## src/logic/trwe_pkg.sv

```systemverilog
// Purpose: Shared constants for the trigger readout word encoder
// Assumes: 32-bit readout words, APB register access
// Notes: Word layouts, tags, register offsets and reset values
`default_nettype none
package trwe_pkg;
  // ---------------------------------------------------------------
  // Word layout
  // ---------------------------------------------------------------
  localparam int WORD_W = 32;
  localparam int DEF_BIT = 31;
  localparam int TAG_HI = 30;
  localparam int TAG_LO = 27;
  localparam int KIND_HI = 26;
  localparam int KIND_LO = 23;
  localparam int RES_HI = 22;
  localparam int RES_LO = 16;
  localparam int TIME_W = 9;
  localparam logic [3:0] TAG_BLK_HDR = 4'h0;
  localparam logic [3:0] TAG_BLK_TRL = 4'h1;
  localparam logic [3:0] TAG_TRIGGER = 4'h5;
  localparam logic [3:0] TAG_NODATA = 4'hE;
  localparam logic [3:0] TAG_FILLER = 4'hF;
  // Trigger kinds
  localparam logic [3:0] KIND_PAIR0 = 4'h6;
  localparam logic [3:0] KIND_PAIR1 = 4'h7;
  localparam logic [3:0] KIND_SGL_LO = 4'h2;
  localparam logic [3:0] KIND_SGL_HI = 4'h5;
  // Block header/trailer fields
  localparam int SLOT_LO = 22;
  localparam int BLKNUM_LO = 8;
  localparam int BLKNUM_W = 10;
  localparam int CNT_W = 22;
  // ---------------------------------------------------------------
  // Registers (byte offsets)
  // ---------------------------------------------------------------
  localparam logic [7:0] REG_CTRL = 8'h00;
  localparam logic [7:0] REG_STATUS = 8'h04;
  localparam logic [7:0] REG_DATA = 8'h08;
  localparam logic [7:0] REG_BLKSZ = 8'h0C;
  localparam logic [31:0] CTRL_RST = 32'h00000000;
  localparam logic [7:0] BLKSZ_RST = 8'h01;
  localparam int CTRL_EN = 0;
  localparam int CTRL_PAD4 = 1;
  localparam int CTRL_SLOT_LO = 8;
  localparam int FIFO_DEPTH = 16;
  // Readout rate in Mbit/s the path is sized for
  localparam int RATE_MBPS = 200;
endpackage : trwe_pkg
`default_nettype wire

```

## src/logic/trwe_fifo.sv

```systemverilog
// Purpose: Synchronous FIFO with valid/ready on both sides
// Assumes: Single clock, asynchronous active-low reset
// Notes: Full and empty derived from an occupancy count
`timescale 1ns/1ns
`default_nettype none
module trwe_fifo #(
  parameter int WIDTH = 32,
  parameter int DEPTH = 16
) (
  input wire logic pclk,
  input wire logic presetn,
  input wire logic [WIDTH-1:0] in_data,
  input wire logic in_valid,
  output logic in_ready,
  output logic [WIDTH-1:0] out_data,
  output logic out_valid,
  input wire logic out_ready
);
  localparam int AW = $clog2(DEPTH);
  logic [WIDTH-1:0] mem [DEPTH];
  logic [AW-1:0] wr_ptr_r;
  logic [AW-1:0] rd_ptr_r;
  logic [AW:0] count_r;
  logic push;
  logic pop;

  // Handshakes
  assign in_ready = (count_r != (AW+1)'(DEPTH));
  assign out_valid = (count_r != '0);
  assign push = in_valid && in_ready;
  assign pop = out_valid && out_ready;
  assign out_data = mem[rd_ptr_r];

  // Storage
  always_ff @(posedge pclk) begin
    if (push) begin
      mem[wr_ptr_r] <= in_data;
    end
  end

  // Pointers and occupancy
  always_ff @(posedge pclk or negedge presetn) begin
    if (!presetn) begin
      wr_ptr_r <= '0;
      rd_ptr_r <= '0;
      count_r <= '0;
    end else begin
      if (push) begin
        wr_ptr_r <= (wr_ptr_r == AW'(DEPTH-1)) ? '0 : wr_ptr_r + 1'b1;
      end
      if (pop) begin
        rd_ptr_r <= (rd_ptr_r == AW'(DEPTH-1)) ? '0 : rd_ptr_r + 1'b1;
      end
      count_r <= count_r + (AW+1)'(push) - (AW+1)'(pop);
    end
  end
endmodule : trwe_fifo
`default_nettype wire

```

## src/logic/trwe_encoder.sv

```systemverilog
// Purpose: Packs trigger results into tagged readout words over APB
// Assumes: APB3 slave at 50 MHz, found triggers are held valid until trig_ready takes them
// Notes: Reading the data register pops one word or gives a no-data word
//
// The APB slave port and the register offsets were left to the implementer.
`timescale 1ns/1ns
`default_nettype none
module trwe_encoder #(
  parameter int DEPTH = trwe_pkg::FIFO_DEPTH
) (
  input wire logic pclk,
  input wire logic presetn,
  input wire logic psel,
  input wire logic penable,
  input wire logic pwrite,
  input wire logic [7:0] paddr,
  input wire logic [31:0] pwdata,
  output logic [31:0] prdata,
  output logic pready,
  output logic pslverr,
  input wire logic trig_valid,
  input wire logic [3:0] trig_kind,
  input wire logic [6:0] trig_cuts,
  input wire logic [8:0] trig_time,
  output logic trig_ready
);
  typedef enum logic [2:0] {
    ST_IDLE = 3'b000,
    ST_HDR = 3'b001,
    ST_BODY = 3'b010,
    ST_TRL = 3'b011,
    ST_PAD = 3'b100
  } trwe_state_t;

  // ---------------------------------------------------------------
  // Word builders
  // ---------------------------------------------------------------
  function automatic logic [31:0] trwe_tagged(input logic [3:0] tag,
                                              input logic [26:0] body);
    trwe_tagged = {1'b1, tag, body};
  endfunction : trwe_tagged

  function automatic logic [6:0] trwe_result(input logic [3:0] kind,
                                             input logic [6:0] cuts);
    logic [6:0] res;
    res = 7'h00;
    if (kind >= trwe_pkg::KIND_SGL_LO && kind <= trwe_pkg::KIND_SGL_HI) begin
      res = {4'h0, cuts[2:0]};
    end else if (kind == trwe_pkg::KIND_PAIR0 ||
                 kind == trwe_pkg::KIND_PAIR1) begin
      res = {3'h0, cuts[3:0]};
    end
    trwe_result = res;
  endfunction : trwe_result

  // True when the bus address selects the given register
  function automatic logic trwe_hit(input logic [7:0] addr,
                                    input logic [7:0] offset);
    trwe_hit = (addr == offset);
  endfunction : trwe_hit

  // Control image: enable and pad mode low, slot id at its own field
  function automatic logic [31:0] trwe_ctrl_img(input logic en,
                                                input logic pad4,
                                                input logic [4:0] slot);
    logic [31:0] img;
    img = 32'h00000000;
    img[trwe_pkg::CTRL_EN] = en;
    img[trwe_pkg::CTRL_PAD4] = pad4;
    img[trwe_pkg::CTRL_SLOT_LO +: 5] = slot;
    trwe_ctrl_img = img;
  endfunction : trwe_ctrl_img

  // Status image: blocks done, framing state and buffer data flag
  function automatic logic [31:0] trwe_status_img(input logic [15:0] done,
                                                  input logic [2:0] st,
                                                  input logic has_data);
    trwe_status_img = {done, 5'h00, st, 7'h00, has_data};
  endfunction : trwe_status_img

  // Block header: slot id, block number and events per block
  function automatic logic [31:0] trwe_hdr_word(
    input logic [4:0] slot,
    input logic [trwe_pkg::BLKNUM_W-1:0] num,
    input logic [7:0] size);
    trwe_hdr_word = trwe_tagged(trwe_pkg::TAG_BLK_HDR,
                                {slot, 4'h0, num, size});
  endfunction : trwe_hdr_word

  // Block trailer: slot id and words from header to trailer
  function automatic logic [31:0] trwe_trl_word(
    input logic [4:0] slot,
    input logic [trwe_pkg::CNT_W-1:0] cnt);
    trwe_trl_word = trwe_tagged(trwe_pkg::TAG_BLK_TRL,
                                {slot, cnt});
  endfunction : trwe_trl_word

  // ---------------------------------------------------------------
  // Registers and state
  // ---------------------------------------------------------------
  logic enable_r;
  logic pad4_r;
  logic [4:0] slot_r;
  logic [7:0] blksz_r;
  trwe_state_t state_r;
  logic [7:0] evt_cnt_r;
  logic [trwe_pkg::CNT_W-1:0] words_r;
  logic [trwe_pkg::BLKNUM_W-1:0] blknum_r;
  logic [31:0] blocks_done_r;
  logic [31:0] enc_word;
  logic enc_valid;
  logic enc_ready;
  logic [31:0] fifo_data;
  logic fifo_valid;
  logic fifo_pop;
  logic wr_en;
  logic rd_en;
  logic [trwe_pkg::CNT_W-1:0] words_total;
  logic pad_done;
  logic rd_setup;
  logic rd_hit_r;

  assign wr_en = psel && penable && pwrite;
  assign rd_en = psel && penable && !pwrite;
  assign rd_setup = psel && !penable && !pwrite;
  // Single-cycle access phase, never an error
  assign pready = 1'b1;
  assign pslverr = 1'b0;

  // Total count including the trailer about to go out
  assign words_total = words_r + 1'b1;
  // Padding done once the count reaches the selected multiple
  assign pad_done = pad4_r ? (words_r[1:0] == 2'b00)
                           : (words_r[0] == 1'b0);

  // ---------------------------------------------------------------
  // Configuration writes
  // ---------------------------------------------------------------
  // Control register: enable, pad mode and slot id
  always_ff @(posedge pclk or negedge presetn) begin
    if (!presetn) begin
      enable_r <= trwe_pkg::CTRL_RST[trwe_pkg::CTRL_EN];
      pad4_r <= trwe_pkg::CTRL_RST[trwe_pkg::CTRL_PAD4];
      slot_r <= trwe_pkg::CTRL_RST[trwe_pkg::CTRL_SLOT_LO +: 5];
    end else if (wr_en && trwe_hit(paddr, trwe_pkg::REG_CTRL)) begin
      enable_r <= pwdata[trwe_pkg::CTRL_EN];
      pad4_r <= pwdata[trwe_pkg::CTRL_PAD4];
      slot_r <= pwdata[trwe_pkg::CTRL_SLOT_LO +: 5];
    end
  end

  // Events per block, zero is taken as one
  always_ff @(posedge pclk or negedge presetn) begin
    if (!presetn) begin
      blksz_r <= trwe_pkg::BLKSZ_RST;
    end else if (wr_en && trwe_hit(paddr, trwe_pkg::REG_BLKSZ)) begin
      blksz_r <= (pwdata[7:0] == 8'h00) ? 8'h01 : pwdata[7:0];
    end
  end

  // ---------------------------------------------------------------
  // Block framing state machine
  // ---------------------------------------------------------------
  // Header, trigger words, trailer, then fillers
  always_ff @(posedge pclk or negedge presetn) begin
    if (!presetn) begin
      state_r <= ST_IDLE;
      evt_cnt_r <= 8'h00;
      words_r <= '0;
      blknum_r <= '0;
      blocks_done_r <= 32'h00000000;
    end else begin
      case (state_r)
        // Wait for a trigger to open a block
        ST_IDLE: begin
          if (enable_r && trig_valid) begin
            state_r <= ST_HDR;
            words_r <= '0;
            evt_cnt_r <= 8'h00;
          end
        end
        // Header goes out once the buffer has room
        ST_HDR: begin
          if (enc_ready) begin
            state_r <= ST_BODY;
            words_r <= words_r + 1'b1;
          end
        end
        // One word per accepted trigger until the block is full
        ST_BODY: begin
          if (trig_valid && enc_ready) begin
            words_r <= words_r + 1'b1;
            evt_cnt_r <= evt_cnt_r + 1'b1;
            if (evt_cnt_r + 8'h01 == blksz_r) begin
              state_r <= ST_TRL;
            end
          end
        end
        // Trailer closes the block and counts itself
        ST_TRL: begin
          if (enc_ready) begin
            words_r <= words_total;
            state_r <= ST_PAD;
          end
        end
        // Fillers until the word count is aligned
        ST_PAD: begin
          if (pad_done) begin
            state_r <= ST_IDLE;
            blknum_r <= blknum_r + 1'b1;
            blocks_done_r <= blocks_done_r + 32'h00000001;
          end else if (enc_ready) begin
            words_r <= words_r + 1'b1;
          end
        end
        default: begin
          state_r <= ST_IDLE;
        end
      endcase
    end
  end

  // ---------------------------------------------------------------
  // Word encoding into the buffer
  // ---------------------------------------------------------------
  // Selects the word for the current framing step
  always_comb begin
    enc_word = 32'h00000000;
    enc_valid = 1'b0;
    trig_ready = 1'b0;
    case (state_r)
      // Header opens the block
      ST_HDR: begin
        enc_valid = 1'b1;
        enc_word = trwe_hdr_word(slot_r, blknum_r, blksz_r);
      end
      // Trigger word straight from the offered result
      ST_BODY: begin
        enc_valid = trig_valid;
        trig_ready = enc_ready;
        enc_word = trwe_tagged(trwe_pkg::TAG_TRIGGER,
                               {trig_kind,
                                trwe_result(trig_kind, trig_cuts),
                                7'h00, trig_time});
      end
      // Trailer carries the block's word count
      ST_TRL: begin
        enc_valid = 1'b1;
        enc_word = trwe_trl_word(slot_r, words_total);
      end
      // Filler words while the count is unaligned
      ST_PAD: begin
        enc_valid = !pad_done;
        enc_word = trwe_tagged(trwe_pkg::TAG_FILLER, 27'h0);
      end
      // Nothing to write while idle
      default: begin
        enc_valid = 1'b0;
      end
    endcase
  end

  // Event buffer; a full buffer stalls the trigger source
  trwe_fifo #(
    .WIDTH(trwe_pkg::WORD_W),
    .DEPTH(DEPTH)
  ) u_fifo (
    .pclk(pclk),
    .presetn(presetn),
    .in_data(enc_word),
    .in_valid(enc_valid),
    .in_ready(enc_ready),
    .out_data(fifo_data),
    .out_valid(fifo_valid),
    .out_ready(fifo_pop)
  );

  // ---------------------------------------------------------------
  // Readout
  // ---------------------------------------------------------------
  // One word per data-register read, at most every other cycle (setup then access)
  assign fifo_pop = rd_en && rd_hit_r &&
                    trwe_hit(paddr, trwe_pkg::REG_DATA);

  // ---------------------------------------------------------------
  // Read bookkeeping
  // ---------------------------------------------------------------
  // Pops only the word that the setup returned; a word landing between
  // setup and access stays for the next read instead of being lost
  always_ff @(posedge pclk or negedge presetn) begin
    if (!presetn) begin
      rd_hit_r <= 1'b0;
    end else if (rd_setup) begin
      rd_hit_r <= trwe_hit(paddr, trwe_pkg::REG_DATA) && fifo_valid;
    end
  end

  // Read data is registered in the setup phase
  always_ff @(posedge pclk or negedge presetn) begin
    if (!presetn) begin
      prdata <= 32'h00000000;
    end else if (rd_setup) begin
      case (paddr)
        trwe_pkg::REG_CTRL: begin
          prdata <= trwe_ctrl_img(enable_r, pad4_r, slot_r);
        end
        trwe_pkg::REG_STATUS: begin
          prdata <= trwe_status_img(blocks_done_r[15:0], state_r,
                                    fifo_valid);
        end
        trwe_pkg::REG_DATA: begin
          if (fifo_valid) begin
            prdata <= fifo_data;
          end else begin
            prdata <= trwe_tagged(trwe_pkg::TAG_NODATA,
                                  27'h0);
          end
        end
        trwe_pkg::REG_BLKSZ: begin
          prdata <= {24'h0, blksz_r};
        end
        default: begin
          prdata <= 32'h00000000;
        end
      endcase
    end
  end
endmodule : trwe_encoder
`default_nettype wire

```

## config.mk

```make
export PLATFORM = sky130hd
export DESIGN_NAME = trwe_encoder
export DESIGN_NICKNAME = d
export VERILOG_FILES = /design/src/logic/trwe_pkg.sv /design/src/logic/trwe_fifo.sv /design/src/logic/trwe_encoder.sv
export SDC_FILE = /design/constraint.sdc
export NUM_CORES = 1
export LEC_CHECK = 0
export BUFFER_PORTS_ARGS = -buffer_cell sky130_fd_sc_hd__buf_4
export CAP_MARGIN = 20
export CORE_MARGIN = 1.5
export CORE_UTILIZATION = 50
export CTS_BUF_LIST = sky130_fd_sc_hd__clkbuf_2 sky130_fd_sc_hd__clkbuf_4 sky130_fd_sc_hd__clkbuf_8
export DETAILED_ROUTE_END_ITERATION = 8
export GPL_ROUTABILITY_DRIVEN = 0
export PLACE_DENSITY = 0.68
export SKIP_CTS_REPAIR_TIMING = 1
export SYNTH_ARGS = -nofsm -noshare
export SYNTH_HDL_FRONTEND = slang
export SYNTH_SLANG_ARGS = --single-unit
```

## constraint.sdc

```tcl
create_clock -name pclk -period 4 [get_ports pclk]
set_input_delay 1.2 -clock pclk [delete_from_list [all_inputs] [get_ports pclk]]
set_output_delay 1.2 -clock pclk [all_outputs]
set_load 0.05 [all_outputs]
```

==> out/results.tsv <==
metric	value	unit
cts-root-buf	clkbuf_8	
place_hpwl	38440	microns
reg2reg_depth	15	
grt_first_pass_wirelength	91200	microns
cts_made_buffers	98	
initial_core_util	0.5073	
die_h	228.9	microns
path_max_fanout	22	
detail_route.first_pass.iterations	5	
die-area	52370	sq um
htreeDepth	3	
die_x	228.9	microns
core	50270	sq um
fillCellCount	3776	
p_comb_frac	0.156	
sw_frac_of_total	0.2728	
maxCapViolCount	0	
ios	101	
clkSlewWorstSetupHoldPaths	0.06	ns
syn_nets	1549	
clock-sinks	616	
layout_common_cells	496 x edfxtp_1, 150 x buf_4, 147 x mux4_2, 116 x dfrtp_1, 103 x clkbuf_8	
finalClockSkew	0.04157	ns
synth_top_area_frac	0.5840	
cts_tree	built	
portBuffers	76	
grt_max_degree	54	
min_period	3.526	ns
rr_startpoint	state_r[0]	
fmax	283.6	MHz
hold_ws	0.4906	ns
p_per_area	542.5	nW/um^2
final_area	29290	sq um
cp.arrival	2.33	ns
finalPower	15.89	mW
yosysTopAreaCell	edfxtp_1	
netlist-cell-type-count	70	
drc	0	
report.final.slew_viol_count	0	
min_path_type	reg -> reg	
antenna_found_initial	2	
p_seq_frac	0.509	
p_leak	10.53	nW
fin_nets	1734	
slowest_stage	dfrtp_1	
worstSetupPathType	reg -> out	
relSlewSlack	0.3133	
post_dp_cell_area	27310	sq um
switchingPower	4.334	mW
drt-total-wl	60930	microns
insertion_delay	0.69	ns
grt_pass1_vias	14400	
netlist_top_cells_area	edfxtp_1 58%, mux4_2 13%, dfrtp_1 12%, xnor2_1 1.3%, o21ai_0 1.3%	
avgSynthCellArea	17.40	sq um
crit_path_start_kind	flip-flop	
end_kind	primary output	
grt_use_total	0.2374	
vias_per_cell	5.958	
synth-seq-cells	616	
tns	0	ns
critPathLaunch	state_r[2]	
setup_viol_count_final	0	
fin_crit_sh	0.8816	
crit_path_end	trig_ready	
rsz0062_at_grt	false	
clock_power_share	0.335	
synth_cells	1466	
seq_area_frac_synth	0.7017	
wire_per_inst	25.36	microns
ir_drop	0.2758	mV
slowest_delay	0.37	ns
num_rows	82	
rrSetupSlack	0.81	ns
synthArstFlopShare	0.1948	
status	complete, no violations	
cts_buffer_depth	3	
required	2.80	ns
grt_overflow	0	
synth_edf_count	496	
postRouteAntennaNets	0	
initialDrtViolationCount	1475	
drive_gt1_frac	0.2958	
intPower	11.55	mW
yosys_warnings	0	
antennaDiodeCount	0	
finalHoldViolCount	0	
tightest_slew	1.026	ns
synth_area	25510	sq um
layout-area-overhead-vs-synth	14.82	%
rr_endpoint	u_fifo.count_r[4]	
num_vias	14320	
layout_commonest_cell	edfxtp_1	
ys.flop_type	edfxtp_1	
worstPathCellList	buf_4 > nor2_1 > nand2_1 > nor2_1 > buf_4	
## cell type report
cell class,instances,area (sq um),share of cell area
inverter,50,187.7,0.006408
clock buffer,127,1585,0.05413
timing repair buffer,160,1314,0.04486
sequential,616,17910,0.6114
clock inverter,53,366.6,0.01252
multi-input combinational,725,7086,0.2419
tap,672,840.8,0.02871
## sequential cells by signal (all words and copies together), names as in the netlist
| name | count |
|---|---|
| slot_r | 5 |
| u_fifo.rd_ptr_r | 4 |
| words_r | 22 |
| state_r | 3 |
| enable_r | 1 |
| blksz_r | 8 |
| blocks_done_r | 16 |
| u_fifo.count_r | 5 |
| prdata | 32 |
| blknum_r | 10 |
| evt_cnt_r | 8 |
| u_fifo.wr_ptr_r | 4 |
| u_fifo.mem | 496 |
| rd_hit_r | 1 |
| pad4_r | 1 |
## stage by stage
step                instances  utilization  setup WS (ns)
detailed placement       2221       0.5432         0.2308
global placement         2221       0.5432         0.2337
finish                   2403       0.5826         0.4737
floorplan                1466            -         0.4093
CTS                      2401       0.5820         0.4570
global route             2403       0.5826         0.3167
## cells in the mapped netlist, types with 3 or more instances
master	count
and2_1	13
o21ai_0	65
nor2b_1	10
nand2_1	75
o221ai_1	4
a22oi_1	17
nor4_1	4
nor4_2	3
dfrtp_1	119
nand3_1	34
and3_1	13
a211o_1	3
xor2_1	17
or4_1	4
mux4_2	147
xnor2_1	38
a221o_1	6
nand3b_1	4
a31oi_1	6
nand4_1	13
o31ai_1	6
mux2i_1	15
or3_1	13
a21o_1	5
a211oi_1	6
inv_1	48
and4_1	8
buf_6	4
ha_1	16
clkbuf_1	44
edfxtp_1	496
buf_4	9
buf_2	16
nor2_1	52
a21oi_1	36
a22o_1	9
nor3_1	21
mux2_2	20
nand2b_1	4
## worst min path at each step
stage	depth (start not counted)	to	from	slack, ns
floorplan	1	blocks_done_r[15]	blocks_done_r[15]	0.44
global placement	2	rd_hit_r	rd_hit_r	0.46
detailed placement	2	rd_hit_r	rd_hit_r	0.48
CTS	2	rd_hit_r	rd_hit_r	0.49
global route	1	blknum_r[7]	blknum_r[7]	0.51
finish	2	prdata[14]	prdata[14]	0.49
## power groups by stage
stage / combinational, mW / clock [mW] / sequential [mW]
3_5_place_dp: 2.46 / 0 / 8.21
4_1_cts: 2.47 / 5.44 / 8.09
6_report: 2.47 / 5.32 / 8.09
2_1_floorplan: 1.47 / 0 / 8.14
5_1_grt: 2.69 / 5.71 / 8.13
3_3_place_gp: 2.38 / 0 / 8.18
## per-layer routing
metal	wire [microns]	vias to the layer above	global-route usage
met5	13	-	0
met4	1649	2	0.08697
met3	4700	107	0.04616
met2	28580	600	0.3650
met1	25990	7412	0.3406
li1	-	6197	-
## kinds of logic after synthesis
family / Yosys count / share of synthesized area
flops: 616 / 0.7017
simple gates: 285 / 0.05798
compound gates: 184 / 0.04626
mux: 182 / 0.1445
buf+inv: 125 / 0.02168
xor+xnor: 55 / 0.01889
fa+ha+maj: 17 / 0.008634
other cells: 2 / 0.0002944
## critical path, delay by kind of cell, from the launching register on
kind | cells | cell delay (ns)
buf+inv | 2 | 0.45
flops | 1 | 0.37
simple gates | 3 | 0.83
Note: power is estimated with default switching activity, not from simulation.
